**src/nand_timing_pkg.sv**
```systemverilog
// Package for the NAND interface timing block: register offsets, field
// positions, reset values and the sequencer state type.
// Assumes a 32-bit APB slave whose byte offsets are the constants below.
package nand_timing_pkg;

  // ==========================================================================
  // Register offsets (byte addresses)
  // ==========================================================================
  localparam logic [7:0] FLASH_CONTROL_OFS     = 8'h00;
  localparam logic [7:0] TIMING_PRIMARY_OFS    = 8'h04;
  localparam logic [7:0] TIMING_READ_OFS       = 8'h08;
  localparam logic [7:0] SEQ_COMMAND_OFS       = 8'h0C;
  localparam logic [7:0] SEQ_STATUS_OFS        = 8'h10;
  localparam logic [7:0] READ_DATA_OFS         = 8'h14;

  // ==========================================================================
  // Reset values and writable-bit masks
  // ==========================================================================
  localparam logic [31:0] FLASH_CONTROL_RST    = 32'h0002_0FFF;
  localparam logic [31:0] FLASH_CONTROL_MASK   = 32'hFFFF_DFFF;
  localparam logic [31:0] TIMING_PRIMARY_RST   = 32'h0000_0000;
  localparam logic [31:0] TIMING_PRIMARY_MASK  = 32'h003F_3F7F;
  localparam logic [31:0] TIMING_READ_RST      = 32'h0000_0000;
  localparam logic [31:0] TIMING_READ_MASK     = 32'hFFFF_00FF;

  // ==========================================================================
  // Field positions, primary timing register
  // ==========================================================================
  localparam int HOLD_LSB       = 19;
  localparam int SETUP_LSB      = 16;
  localparam int WR_HIGH_LSB    = 11;
  localparam int WR_LOW_LSB     = 8;
  localparam int EXT_RD_LOW_BIT = 6;
  localparam int RD_HIGH_LSB    = 3;
  localparam int RD_LOW_LSB     = 0;

  // ==========================================================================
  // Field positions, read timing register
  // ==========================================================================
  localparam int READ_WAIT_LSB  = 16;
  localparam int WHR_LSB        = 4;
  localparam int AR_LSB         = 0;

  // ==========================================================================
  // Sequencer command and status fields
  // ==========================================================================
  localparam int CMD_OP_LSB     = 8;
  localparam int CMD_CS_BIT     = 10;
  localparam int CMD_ADDR_BIT   = 11;
  localparam int CS0_DONE_BIT   = 8;
  localparam int CS1_DONE_BIT   = 7;
  localparam int BUSY_BIT       = 16;
  localparam int RB_LEVEL_BIT   = 17;

  // Operation codes written to the command register.
  localparam logic [1:0] OP_WRITE_ONLY  = 2'h0;
  localparam logic [1:0] OP_PAGE_READ   = 2'h1;
  localparam logic [1:0] OP_STATUS_READ = 2'h2;
  localparam logic [1:0] OP_ID_READ     = 2'h3;

  // Controller clock rates the timing fields count in; informative only.
  localparam int CLK_FAST_MHZ   = 156;
  localparam int CLK_SLOW_MHZ   = 104;

  localparam int TIMER_W        = 18;

  typedef enum logic [2:0] {
    ST_IDLE,
    ST_SETUP,
    ST_WR_LOW,
    ST_HOLD,
    ST_GAP,
    ST_RD_LOW,
    ST_RD_HIGH
  } seq_state_t;

endpackage

```
**src/nand_phase_timer.sv**
```systemverilog
// Phase timer for the NAND strobe sequencer: counts a loaded number of
// controller clock periods and flags the last one.
// Assumes the loader gives a value of one or more.
`timescale 1ns/1ps

module nand_phase_timer
  import nand_timing_pkg::*;
(
  input  wire logic               pclk,
  input  wire logic               presetn,
  input  wire logic               clk_en,
  input  wire logic               load,
  input  wire logic [TIMER_W-1:0] load_value,
  input  wire logic               pause,
  output logic                    last_cycle
);

  typedef struct packed {
    logic [TIMER_W-1:0] count;
  } timer_state_t;

  timer_state_t state_q;
  timer_state_t state_d;

  // The final cycle only counts when not paused, so a pause stretches it.
  assign last_cycle = (state_q.count == TIMER_W'(1)) && !pause;

  // ==========================================================================
  // Next count
  // ==========================================================================
  // Load wins over counting; a paused timer holds its value.
  always_comb begin
    state_d = state_q;
    if (load) begin
      state_d.count = load_value;
    end else if (!pause && state_q.count != '0) begin
      state_d.count = state_q.count - TIMER_W'(1);
    end
  end

  // Register the count; a low clock enable freezes it.
  always_ff @(posedge pclk or negedge presetn) begin
    if (!presetn) begin
      state_q <= '0;
    end else if (clk_en) begin
      state_q <= state_d;
    end
  end

endmodule

```
**src/nand_interface_timing.sv**
```systemverilog
// NAND flash interface timing block: APB register file plus the strobe
// sequencer that drives selects, latch enables and strobes to the flash.
// Assumes pins and APB signals are synchronous to pclk.
//
// Overview of operation
// - Every timing field counts controller clock periods.
// - Controller clock may run at 156 or 104 MHz; fields count its periods at either rate.
// - Both chip selects share one set of timing fields.
// - Hold field keeps selects and latch enables after write strobe rises.
// - Setup field drives selects and latch enables before write strobe falls.
// - Second timing register times page, status and ID reads.
// - Page read gap is hold plus one plus read wait plus two.
// - Ready/busy input is not watched to end the read wait.
// - Write-high-to-read field sets status and ID read gap.
// - Status gap is hold plus latch field plus two, else field plus one.
// - Gaps are minimums and stretch while the shared bus is lost.
//
// The placing of the registers and the APB register port were left to the implementer.
`timescale 1ns/1ps

module nand_interface_timing
  import nand_timing_pkg::*;
(
  input  wire logic        pclk,
  input  wire logic        presetn,
  input  wire logic        clk_en,
  input  wire logic        psel,
  input  wire logic        penable,
  input  wire logic        pwrite,
  input  wire logic [7:0]  paddr,
  input  wire logic [31:0] pwdata,
  output logic [31:0]      prdata,
  output logic             pready,
  output logic             pslverr,
  input  wire logic        shared_data_bus_granted,
  input  wire logic        ready_busy_n,
  input  wire logic [7:0]  flash_data_in,
  output logic [7:0]       flash_data_out,
  output logic             flash_data_oe,
  output logic             flash_select0_n,
  output logic             flash_select1_n,
  output logic             address_latch_enable,
  output logic             command_latch_enable,
  output logic             write_strobe_n,
  output logic             read_strobe_n,
  output logic             event_request
);

  typedef struct packed {
    logic [31:0] control;
    logic [31:0] timing0;
    logic [31:0] timing1;
    logic [1:0]  op;
    logic        cs;
    logic        addr_cycle;
    logic [1:0]  done_flags;
    logic [7:0]  read_data;
    seq_state_t  seq;
    logic [31:0] rdata;
    logic        ready;
    logic        slverr;
    logic [7:0]  data_out;
    logic        data_oe;
    logic        sel0_n;
    logic        sel1_n;
    logic        ale;
    logic        cle;
    logic        we_n;
    logic        re_n;
    logic        irq;
  } blk_state_t;

  blk_state_t           state_q;
  blk_state_t           state_d;
  logic                 tmr_load;
  logic [TIMER_W-1:0]   tmr_value;
  logic                 tmr_pause;
  logic                 tmr_last;

  // ==========================================================================
  // Decode helpers
  // ==========================================================================
  // Offset decode, shared by the read and write paths.
  function automatic logic reg_mapped(input logic [7:0] a);
    if (a == FLASH_CONTROL_OFS) begin
      reg_mapped = 1'b1;
    end else if (a == TIMING_PRIMARY_OFS) begin
      reg_mapped = 1'b1;
    end else if (a == TIMING_READ_OFS) begin
      reg_mapped = 1'b1;
    end else if (a == SEQ_COMMAND_OFS) begin
      reg_mapped = 1'b1;
    end else if (a == SEQ_STATUS_OFS) begin
      reg_mapped = 1'b1;
    end else if (a == READ_DATA_OFS) begin
      reg_mapped = 1'b1;
    end else begin
      reg_mapped = 1'b0;
    end
  endfunction

  // Widen a timing field to timer width and add the caller's extra periods (zero, one or two).
  function automatic logic [TIMER_W-1:0] periods(input logic [15:0] field,
                                                 input logic [2:0]  extra);
    periods = TIMER_W'(field) + TIMER_W'(extra);
  endfunction

  // ==========================================================================
  // Timing fields
  // ==========================================================================
  // periods of pclk
  logic [2:0]  f_hold;
  logic [2:0]  f_setup;
  logic [2:0]  f_wr_high;
  logic [2:0]  f_wr_low;
  logic [3:0]  f_rd_low;
  logic [2:0]  f_rd_high;
  logic [15:0] f_read_wait;
  logic [3:0]  f_whr;
  logic [3:0]  f_ar;
  logic [4:0]  latch_sum;

  assign f_hold      = state_q.timing0[HOLD_LSB +: 3];
  assign f_setup     = state_q.timing0[SETUP_LSB +: 3];
  assign f_wr_high   = state_q.timing0[WR_HIGH_LSB +: 3];
  assign f_wr_low    = state_q.timing0[WR_LOW_LSB +: 3];
  assign f_rd_low    = {state_q.timing0[EXT_RD_LOW_BIT], state_q.timing0[RD_LOW_LSB +: 3]};
  assign f_rd_high   = state_q.timing0[RD_HIGH_LSB +: 3];
  assign f_read_wait = state_q.timing1[READ_WAIT_LSB +: 16];
  assign f_whr       = state_q.timing1[WHR_LSB +: 4];
  assign f_ar        = state_q.timing1[AR_LSB +: 4];
  assign latch_sum   = {1'b0, f_ar} + {2'b00, f_hold};

  assign tmr_pause = (state_q.seq == ST_GAP) && !shared_data_bus_granted;

  // ==========================================================================
  // Next state
  // ==========================================================================
  // One process computes the bus slave, the event flags and the sequencer.
  always_comb begin
    logic        access;
    logic        wr_hit;
    logic [1:0]  set_flags;
    logic [31:0] rd_word;
    access    = 1'b0;
    wr_hit    = 1'b0;
    set_flags = 2'b00;
    rd_word   = 32'h0000_0000;
    state_d   = state_q;
    tmr_load  = 1'b0;
    tmr_value = TIMER_W'(1);

    // The answer is registered in the setup cycle, so pready rises in the
    // first access cycle and every transfer has zero wait states.
    access = psel && penable && state_q.ready;
    state_d.ready = psel && !penable;
    state_d.slverr = psel && !penable && !reg_mapped(paddr);
    wr_hit = access && pwrite;

    // Read mux, sampled in the setup cycle; reserved bits read as zero.
    if (paddr == FLASH_CONTROL_OFS) begin
      rd_word = state_q.control;
    end else if (paddr == TIMING_PRIMARY_OFS) begin
      rd_word = state_q.timing0;
    end else if (paddr == TIMING_READ_OFS) begin
      rd_word = state_q.timing1;
    end else if (paddr == SEQ_STATUS_OFS) begin
      rd_word[CS0_DONE_BIT] = state_q.done_flags[0];
      rd_word[CS1_DONE_BIT] = state_q.done_flags[1];
      rd_word[BUSY_BIT]     = state_q.seq != ST_IDLE;
      rd_word[RB_LEVEL_BIT] = ready_busy_n;
    end else if (paddr == READ_DATA_OFS) begin
      rd_word[7:0] = state_q.read_data;
    end else begin
      rd_word = 32'h0000_0000;
    end
    if (psel && !penable) begin
      state_d.rdata = rd_word;
    end

    if (wr_hit && paddr == FLASH_CONTROL_OFS) begin
      state_d.control = pwdata & FLASH_CONTROL_MASK;
    end else if (wr_hit && paddr == TIMING_PRIMARY_OFS) begin
      state_d.timing0 = pwdata & TIMING_PRIMARY_MASK;
    end else if (wr_hit && paddr == TIMING_READ_OFS) begin
      state_d.timing1 = pwdata & TIMING_READ_MASK;
    end

    // Sequencer. A command written while busy is ignored.
    case (state_q.seq)
      ST_IDLE: begin
        if (wr_hit && paddr == SEQ_COMMAND_OFS) begin
          state_d.op         = pwdata[CMD_OP_LSB +: 2];
          state_d.cs         = pwdata[CMD_CS_BIT];
          state_d.addr_cycle = pwdata[CMD_ADDR_BIT];
          state_d.data_out   = pwdata[7:0];
          state_d.data_oe    = 1'b1;
          state_d.sel0_n     = pwdata[CMD_CS_BIT];
          state_d.sel1_n     = !pwdata[CMD_CS_BIT];
          state_d.ale        = pwdata[CMD_ADDR_BIT];
          state_d.cle        = !pwdata[CMD_ADDR_BIT];
          state_d.seq        = ST_SETUP;
          tmr_load  = 1'b1;
          tmr_value = periods({13'h0000, f_setup}, 3'd1);
        end
      end
      ST_SETUP: begin
        if (tmr_last) begin
          state_d.we_n = 1'b0;
          state_d.seq  = ST_WR_LOW;
          tmr_load  = 1'b1;
          tmr_value = periods({13'h0000, f_wr_low}, 3'd1);
        end
      end
      ST_WR_LOW: begin
        if (tmr_last) begin
          state_d.we_n = 1'b1;
          state_d.seq  = ST_HOLD;
          tmr_load = 1'b1;
          if (state_q.op == OP_WRITE_ONLY && f_wr_high > f_hold) begin
            tmr_value = periods({13'h0000, f_wr_high}, 3'd1);
          end else begin
            tmr_value = periods({13'h0000, f_hold}, 3'd1);
          end
        end
      end
      ST_HOLD: begin
        if (tmr_last) begin
          state_d.ale     = 1'b0;
          state_d.cle     = 1'b0;
          state_d.data_oe = 1'b0;
          tmr_load        = 1'b1;
          if (state_q.op == OP_WRITE_ONLY) begin
            state_d.sel0_n = 1'b1;
            state_d.sel1_n = 1'b1;
            state_d.seq    = ST_IDLE;
            set_flags[state_q.cs] = 1'b1;
          end else if (state_q.op == OP_PAGE_READ) begin
            state_d.seq = ST_GAP;
            tmr_value = periods(f_read_wait, 3'd2);
          end else if ({1'b0, latch_sum} >= {2'b00, f_whr}) begin
            state_d.seq = ST_GAP;
            tmr_value = periods({12'h000, f_ar}, 3'd1);
          end else begin
            state_d.seq = ST_GAP;
            tmr_value = periods({12'h000, f_whr - {1'b0, f_hold}}, 3'd0);
          end
        end
      end
      ST_GAP: begin
        if (tmr_last) begin
          state_d.re_n = 1'b0;
          state_d.seq  = ST_RD_LOW;
          tmr_load  = 1'b1;
          tmr_value = periods({12'h000, f_rd_low}, 3'd1);
        end
      end
      ST_RD_LOW: begin
        if (tmr_last) begin
          state_d.read_data = flash_data_in;
          state_d.re_n      = 1'b1;
          state_d.seq       = ST_RD_HIGH;
          tmr_load  = 1'b1;
          tmr_value = periods({13'h0000, f_rd_high}, 3'd1);
        end
      end
      ST_RD_HIGH: begin
        if (tmr_last) begin
          state_d.sel0_n = 1'b1;
          state_d.sel1_n = 1'b1;
          state_d.seq    = ST_IDLE;
          set_flags[state_q.cs] = 1'b1;
        end
      end
      default: begin
        state_d.seq = ST_IDLE;
      end
    endcase

    // Done flags clear on writing one; a new completion wins over the clear.
    if (wr_hit && paddr == SEQ_STATUS_OFS) begin
      state_d.done_flags[0] = state_q.done_flags[0] & ~pwdata[CS0_DONE_BIT];
      state_d.done_flags[1] = state_q.done_flags[1] & ~pwdata[CS1_DONE_BIT];
    end
    state_d.done_flags = state_d.done_flags | set_flags;

    state_d.irq = (state_q.done_flags[0] & ~state_q.control[CS0_DONE_BIT])
                | (state_q.done_flags[1] & ~state_q.control[CS1_DONE_BIT]);
  end

  // ==========================================================================
  // State register
  // ==========================================================================
  // All state but the phase timer's count is held here; a low clock enable freezes everything.
  always_ff @(posedge pclk or negedge presetn) begin
    if (!presetn) begin
      state_q          <= '0;
      state_q.control  <= FLASH_CONTROL_RST;
      state_q.timing0  <= TIMING_PRIMARY_RST;
      state_q.timing1  <= TIMING_READ_RST;
      state_q.seq      <= ST_IDLE;
      state_q.sel0_n   <= 1'b1;
      state_q.sel1_n   <= 1'b1;
      state_q.we_n     <= 1'b1;
      state_q.re_n     <= 1'b1;
    end else if (clk_en) begin
      state_q <= state_d;
    end
  end

  // The phase timer is kept apart; its pause input is raised only in ST_GAP, so only the read gap stretches.
  nand_phase_timer u_timer (
    .pclk       (pclk),
    .presetn    (presetn),
    .clk_en     (clk_en),
    .load       (tmr_load),
    .load_value (tmr_value),
    .pause      (tmr_pause),
    .last_cycle (tmr_last)
  );

  // ==========================================================================
  // Outputs, each straight from the state register
  // ==========================================================================
  assign prdata               = state_q.rdata;
  assign pready               = state_q.ready;
  assign pslverr              = state_q.slverr;
  assign flash_data_out       = state_q.data_out;
  assign flash_data_oe        = state_q.data_oe;
  assign flash_select0_n      = state_q.sel0_n;
  assign flash_select1_n      = state_q.sel1_n;
  assign address_latch_enable = state_q.ale;
  assign command_latch_enable = state_q.cle;
  assign write_strobe_n       = state_q.we_n;
  assign read_strobe_n        = state_q.re_n;
  assign event_request        = state_q.irq;

endmodule

```
**config.mk**
```make
export PLATFORM = sky130hd
export DESIGN_NAME = nand_interface_timing
export DESIGN_NICKNAME = d
export VERILOG_FILES = /design/src/nand_timing_pkg.sv /design/src/nand_phase_timer.sv /design/src/nand_interface_timing.sv
export SDC_FILE = /design/constraint.sdc
export NUM_CORES = 1
export LEC_CHECK = 0
export ABC_AREA = 1
export BUFFER_PORTS_ARGS = -buffer_cell sky130_fd_sc_hd__buf_2
export CAP_MARGIN = 15
export CORE_MARGIN = 2
export CORE_UTILIZATION = 33
export DETAILED_ROUTE_END_ITERATION = 7
export PLACE_DENSITY_LB_ADDON = 0.25
export RECOVER_POWER = 50
export SYNTH_ARGS = -nofsm -noshare
export SYNTH_HDL_FRONTEND = slang
export SYNTH_SLANG_ARGS = --single-unit
```
**constraint.sdc**
```tcl
create_clock -name pclk -period 2.3 [get_ports pclk]
set_input_delay 0.115 -clock pclk [delete_from_list [all_inputs] [get_ports pclk]]
set_output_delay 0.115 -clock pclk [all_outputs]
set_load 0.01 [all_outputs]
```
==> results.md <==
- H-tree Lvls: 4
- Antenna cells: 0
- Kind of end point of the critical path: flop
- F_max: 429 MHz
- Io pins: 106
- Ys flop type: dfrtp_1
- Worst path arrival time: around 2.7 ns
- Root buf cell: clkbuf_16
- Post-synthesis cell type count: 49
- Bufs on Longest Clock Path: 2
- Avg WL per Cell: ~16 µm
- Vias: 7718
- Final core utilization: 40.5%
- Detailed Route WL: 25.6 mm
- Synth Instances: between 1000 and 1500
- Max-Cap Viols: 1
- Crit Path Max Fanout: 5
- Clock Skews: 0.0159 ns
- Worst Setup Start Kind: flop
- Core area: 26100 µm²
- CP required: between 2 and 3 ns
- Final hold violation count: 0
- Clock sink count: 158
- Largest net degree at the start of global routing: 66
- Mean Syn Cell Area: 8.08 µm²
- Share of layout cells above drive strength 1: 19.4%
- Final WS setup: -0.0332 ns
- First-iteration detailed-routing DRC count: 553
- PortBufs: about 110
- Detail Placement HPWL: 18.9 mm
- Cell Chain, Critical Path: ha_1, nand3_1, nand3_1, xor2_1, ha_1, a21oi_2, and2_4, nand2_4, inv_1, o21ai_1, nand2_1, nand2_1, nand2_1, nand2_1, nand2_1, a21oi_2
- Ys async rst share: 100%
- DIE HEIGHT: 168 µm
- Die footprint: about 28000 µm²
- First-pass GRT wire length: between 40 and 50 mm
- Tmin final: ~2.3 ns
- DRC viols: 0
- Final period util: 101%
- CP Class: reg2reg
- Worst-path clk slew: 0.06 ns
- Vias in the first global route: 7523
- CTS buffer count: 17
- Final setup violation count: 4
- PD cells: 725 nW/µm²
- Nets: 1296
- Final RePlAce weighted congestion: 0.860
- Area grow syn2layout: 19.8%
- GRT Total Usage: 18.7%
- Clock Latency Late Sink: 0.44 ns
- Starting Density: between 30 and 40%
- Slew Limit Fails: between 60 and 70
- Failing checks: max-capacitance violations, max-slew violations, negative setup slack
- Post-Syn Area: roughly 8800 µm²
- Hold Path Class: in2reg
- Core Rows: between 50 and 60
- Syn_nets: 1173
- Antenna violations before repair: 0
- Worst slew pin tran: 1.65 ns
- CTS tree: yes
- Max incr delay on CP: 0.41 ns
- Synth warn: 0
- Via/cell ratio: 4.93
- EDFF count, synth: 0
- Setup TNS: -0.0797 ns
- ANT nets after route: 0
- First-pass detailed-route iteration total: 5
- Fillers: 2713
- Slowest cell on the critical path: dfrtp_1
- Sequential cell area fraction in the yosys report: a little under half
- Static leakage: 0.00504 µW
- FF+latch count, synth: between 150 and 200
- Grt ovf: 0
- Die width: 168 µm
- Status: finished, violations left
- Slew headroom: -10.0%
- RSZ-0062 raised after global routing: yes
- Most used cell along the critical path: nand2_1
- Peak VDD IR: roughly 0.54 mV
path summary, 6_finish.rpt:
kind | startpoint | end | slack, ns | cells after the start
worst min register to register | address_latch_enable | address_latch_enable | 0.48 | 2
min in group asynchronous | presetn | prdata[11] | 0.66 | 2
worst min-delay path | pwdata[21] | f_read_wait[5] | 0.009 | 3
worst max-delay path | f_hold[1] | u_timer.state_q[3] | -0.03 | 16
worst max register to register | f_hold[1] | u_timer.state_q[3] | -0.03 | 16
max in group asynchronous | presetn | state_q[132] | 0.26 | 3
cells in the mapped netlist (3+ instances only):
| cell type | n | area share, % |
|---|---|---|
| a22o_1 | 4 | 0.40 |
| o21ai_1 | 19 | 1.1 |
| nand2_2 | 6 | 0.43 |
| o21a_1 | 3 | 0.25 |
| dfstp_2 | 17 | 5.1 |
| inv_1 | 111 | 4.7 |
| o21ai_0 | 104 | 5.9 |
| inv_2 | 8 | 0.34 |
| clkbuf_1 | 22 | 0.93 |
| dfrtp_1 | 141 | 40 |
| nor3_1 | 11 | 0.62 |
| mux2_2 | 8 | 1.0 |
| nor3_2 | 6 | 0.68 |
| nand3_1 | 63 | 3.6 |
| buf_2 | 9 | 0.51 |
| a31oi_1 | 3 | 0.21 |
| nand2_4 | 5 | 0.64 |
| xnor2_1 | 3 | 0.30 |
| nand3_2 | 3 | 0.34 |
| xor2_1 | 18 | 1.8 |
| o211ai_1 | 16 | 1.4 |
| nand2_1 | 245 | 10 |
| nor2_1 | 92 | 3.9 |
| a21oi_1 | 55 | 3.1 |
| a21oi_2 | 4 | 0.40 |
| nor2_4 | 3 | 0.38 |
| a221oi_1 | 10 | 0.99 |
| buf_4 | 41 | 3.5 |
| ha_1 | 22 | 3.1 |
| nand4_1 | 5 | 0.35 |
| nor2_2 | 5 | 0.35 |
| o22ai_1 | 6 | 0.43 |
final cells by class:
class | count | area, µm² | share of cell area (%)
clock inverter | 14 | 190 | 1.80
clock buffer | 18 | 439 | 4.15
sequential | 158 | 3980 | 37.6
timing repair buffer | 178 | 1110 | 10.5
inverter | 119 | 447 | 4.22
multi-input combinational | 742 | 4000 | 37.8
tap | 335 | 419 | 3.96
per-stage QoR:
stage / cells / area, µm² / hold WS, ns / power [µW] / setup WS (ns)
floorplan: 1093 / 8850 / -0.181 / 4190 / 0.00123
global route: 1564 / 10600 / 0.0338 / 8070 / -0.245
CTS: 1564 / 10600 / 0.00244 / 7760 / -0.0572
global placement: 1501 / 9710 / 0.179 / 4600 / -0.0136
detailed placement: 1501 / 9710 / 0.182 / 4620 / -0.0799
finish: 1564 / 10600 / 0.00880 / 7670 / -0.0332
cells by family (layout without fill, tap and decap cells):
group / Yosys count / after routing / share of synthesized area (%)
and+or+nand+nor: 452 / 452 / 22.6
AOI/OAI and AO/OA: 236 / 236 / 15.3
buffers and inverters: 193 / 329 / 10.2
DFF: 158 / 158 / 45.0
adders and majority gates: 24 / 24 / 3.57
xor gates and xnor gates: 21 / 21 / 2.08
muxes: 9 / 9 / 1.13
state kept, by name, indices dropped and copies added (netlist names), 3 cells and up:
| signal | flops |
|---|---|
| f_ar | 4 |
| f_hold | 3 |
| f_rd_high | 3 |
| f_rd_low | 4 |
| f_read_wait | 16 |
| f_setup | 3 |
| f_whr | 4 |
| f_wr_high | 3 |
| f_wr_low | 3 |
| flash_data_out | 8 |
| prdata | 32 |
| state_q | 47 |
| u_timer.state_q | 18 |
what timing repair did:
action / CTS / global route
endpoints found under the hold margin: 98 / 0
pin swaps: 8 / 9
setup endpoints to repair: 2 / 6
gates resized for setup: 2 / 9
buffers inserted: 2 / 0
hold buffers: 29 / 0
report_power, final:
part	switching [µW]	internal (µW)
clock network	1290	1780
registers	211	2990
logic	884	515
critical path: cells and delay by family, from the launching register on:
kind            cells  cell delay [ns]
flops               1             0.41
compound gates      3             0.28
xor+xnor            1             0.15
buf+inv             1             0.10
simple gates        9             0.69
fa+ha+maj           2             0.60
metal layers:
metal,part of all wire (%),GRT usage [%],vias to the layer above
met1,46,25.5,3696
li1,-,-,3795
met3,4.5,3.19,39
met4,2.2,6.58,0
met2,47,30.1,188
met5,0,0,-
cell usage in the layout (no fill, tap or decap), drive strengths merged, types with 18 or more instances in the layout:
cell type / count
a21oi: 59
buf: 118
clkbuf: 49
dfrtp: 141
dlygate4sd3: 29
ha: 22
inv: 128
nand2: 256
nand3: 66
nor2: 102
o21ai: 123
xor2: 18
Power figures use the tool's default switching activity.
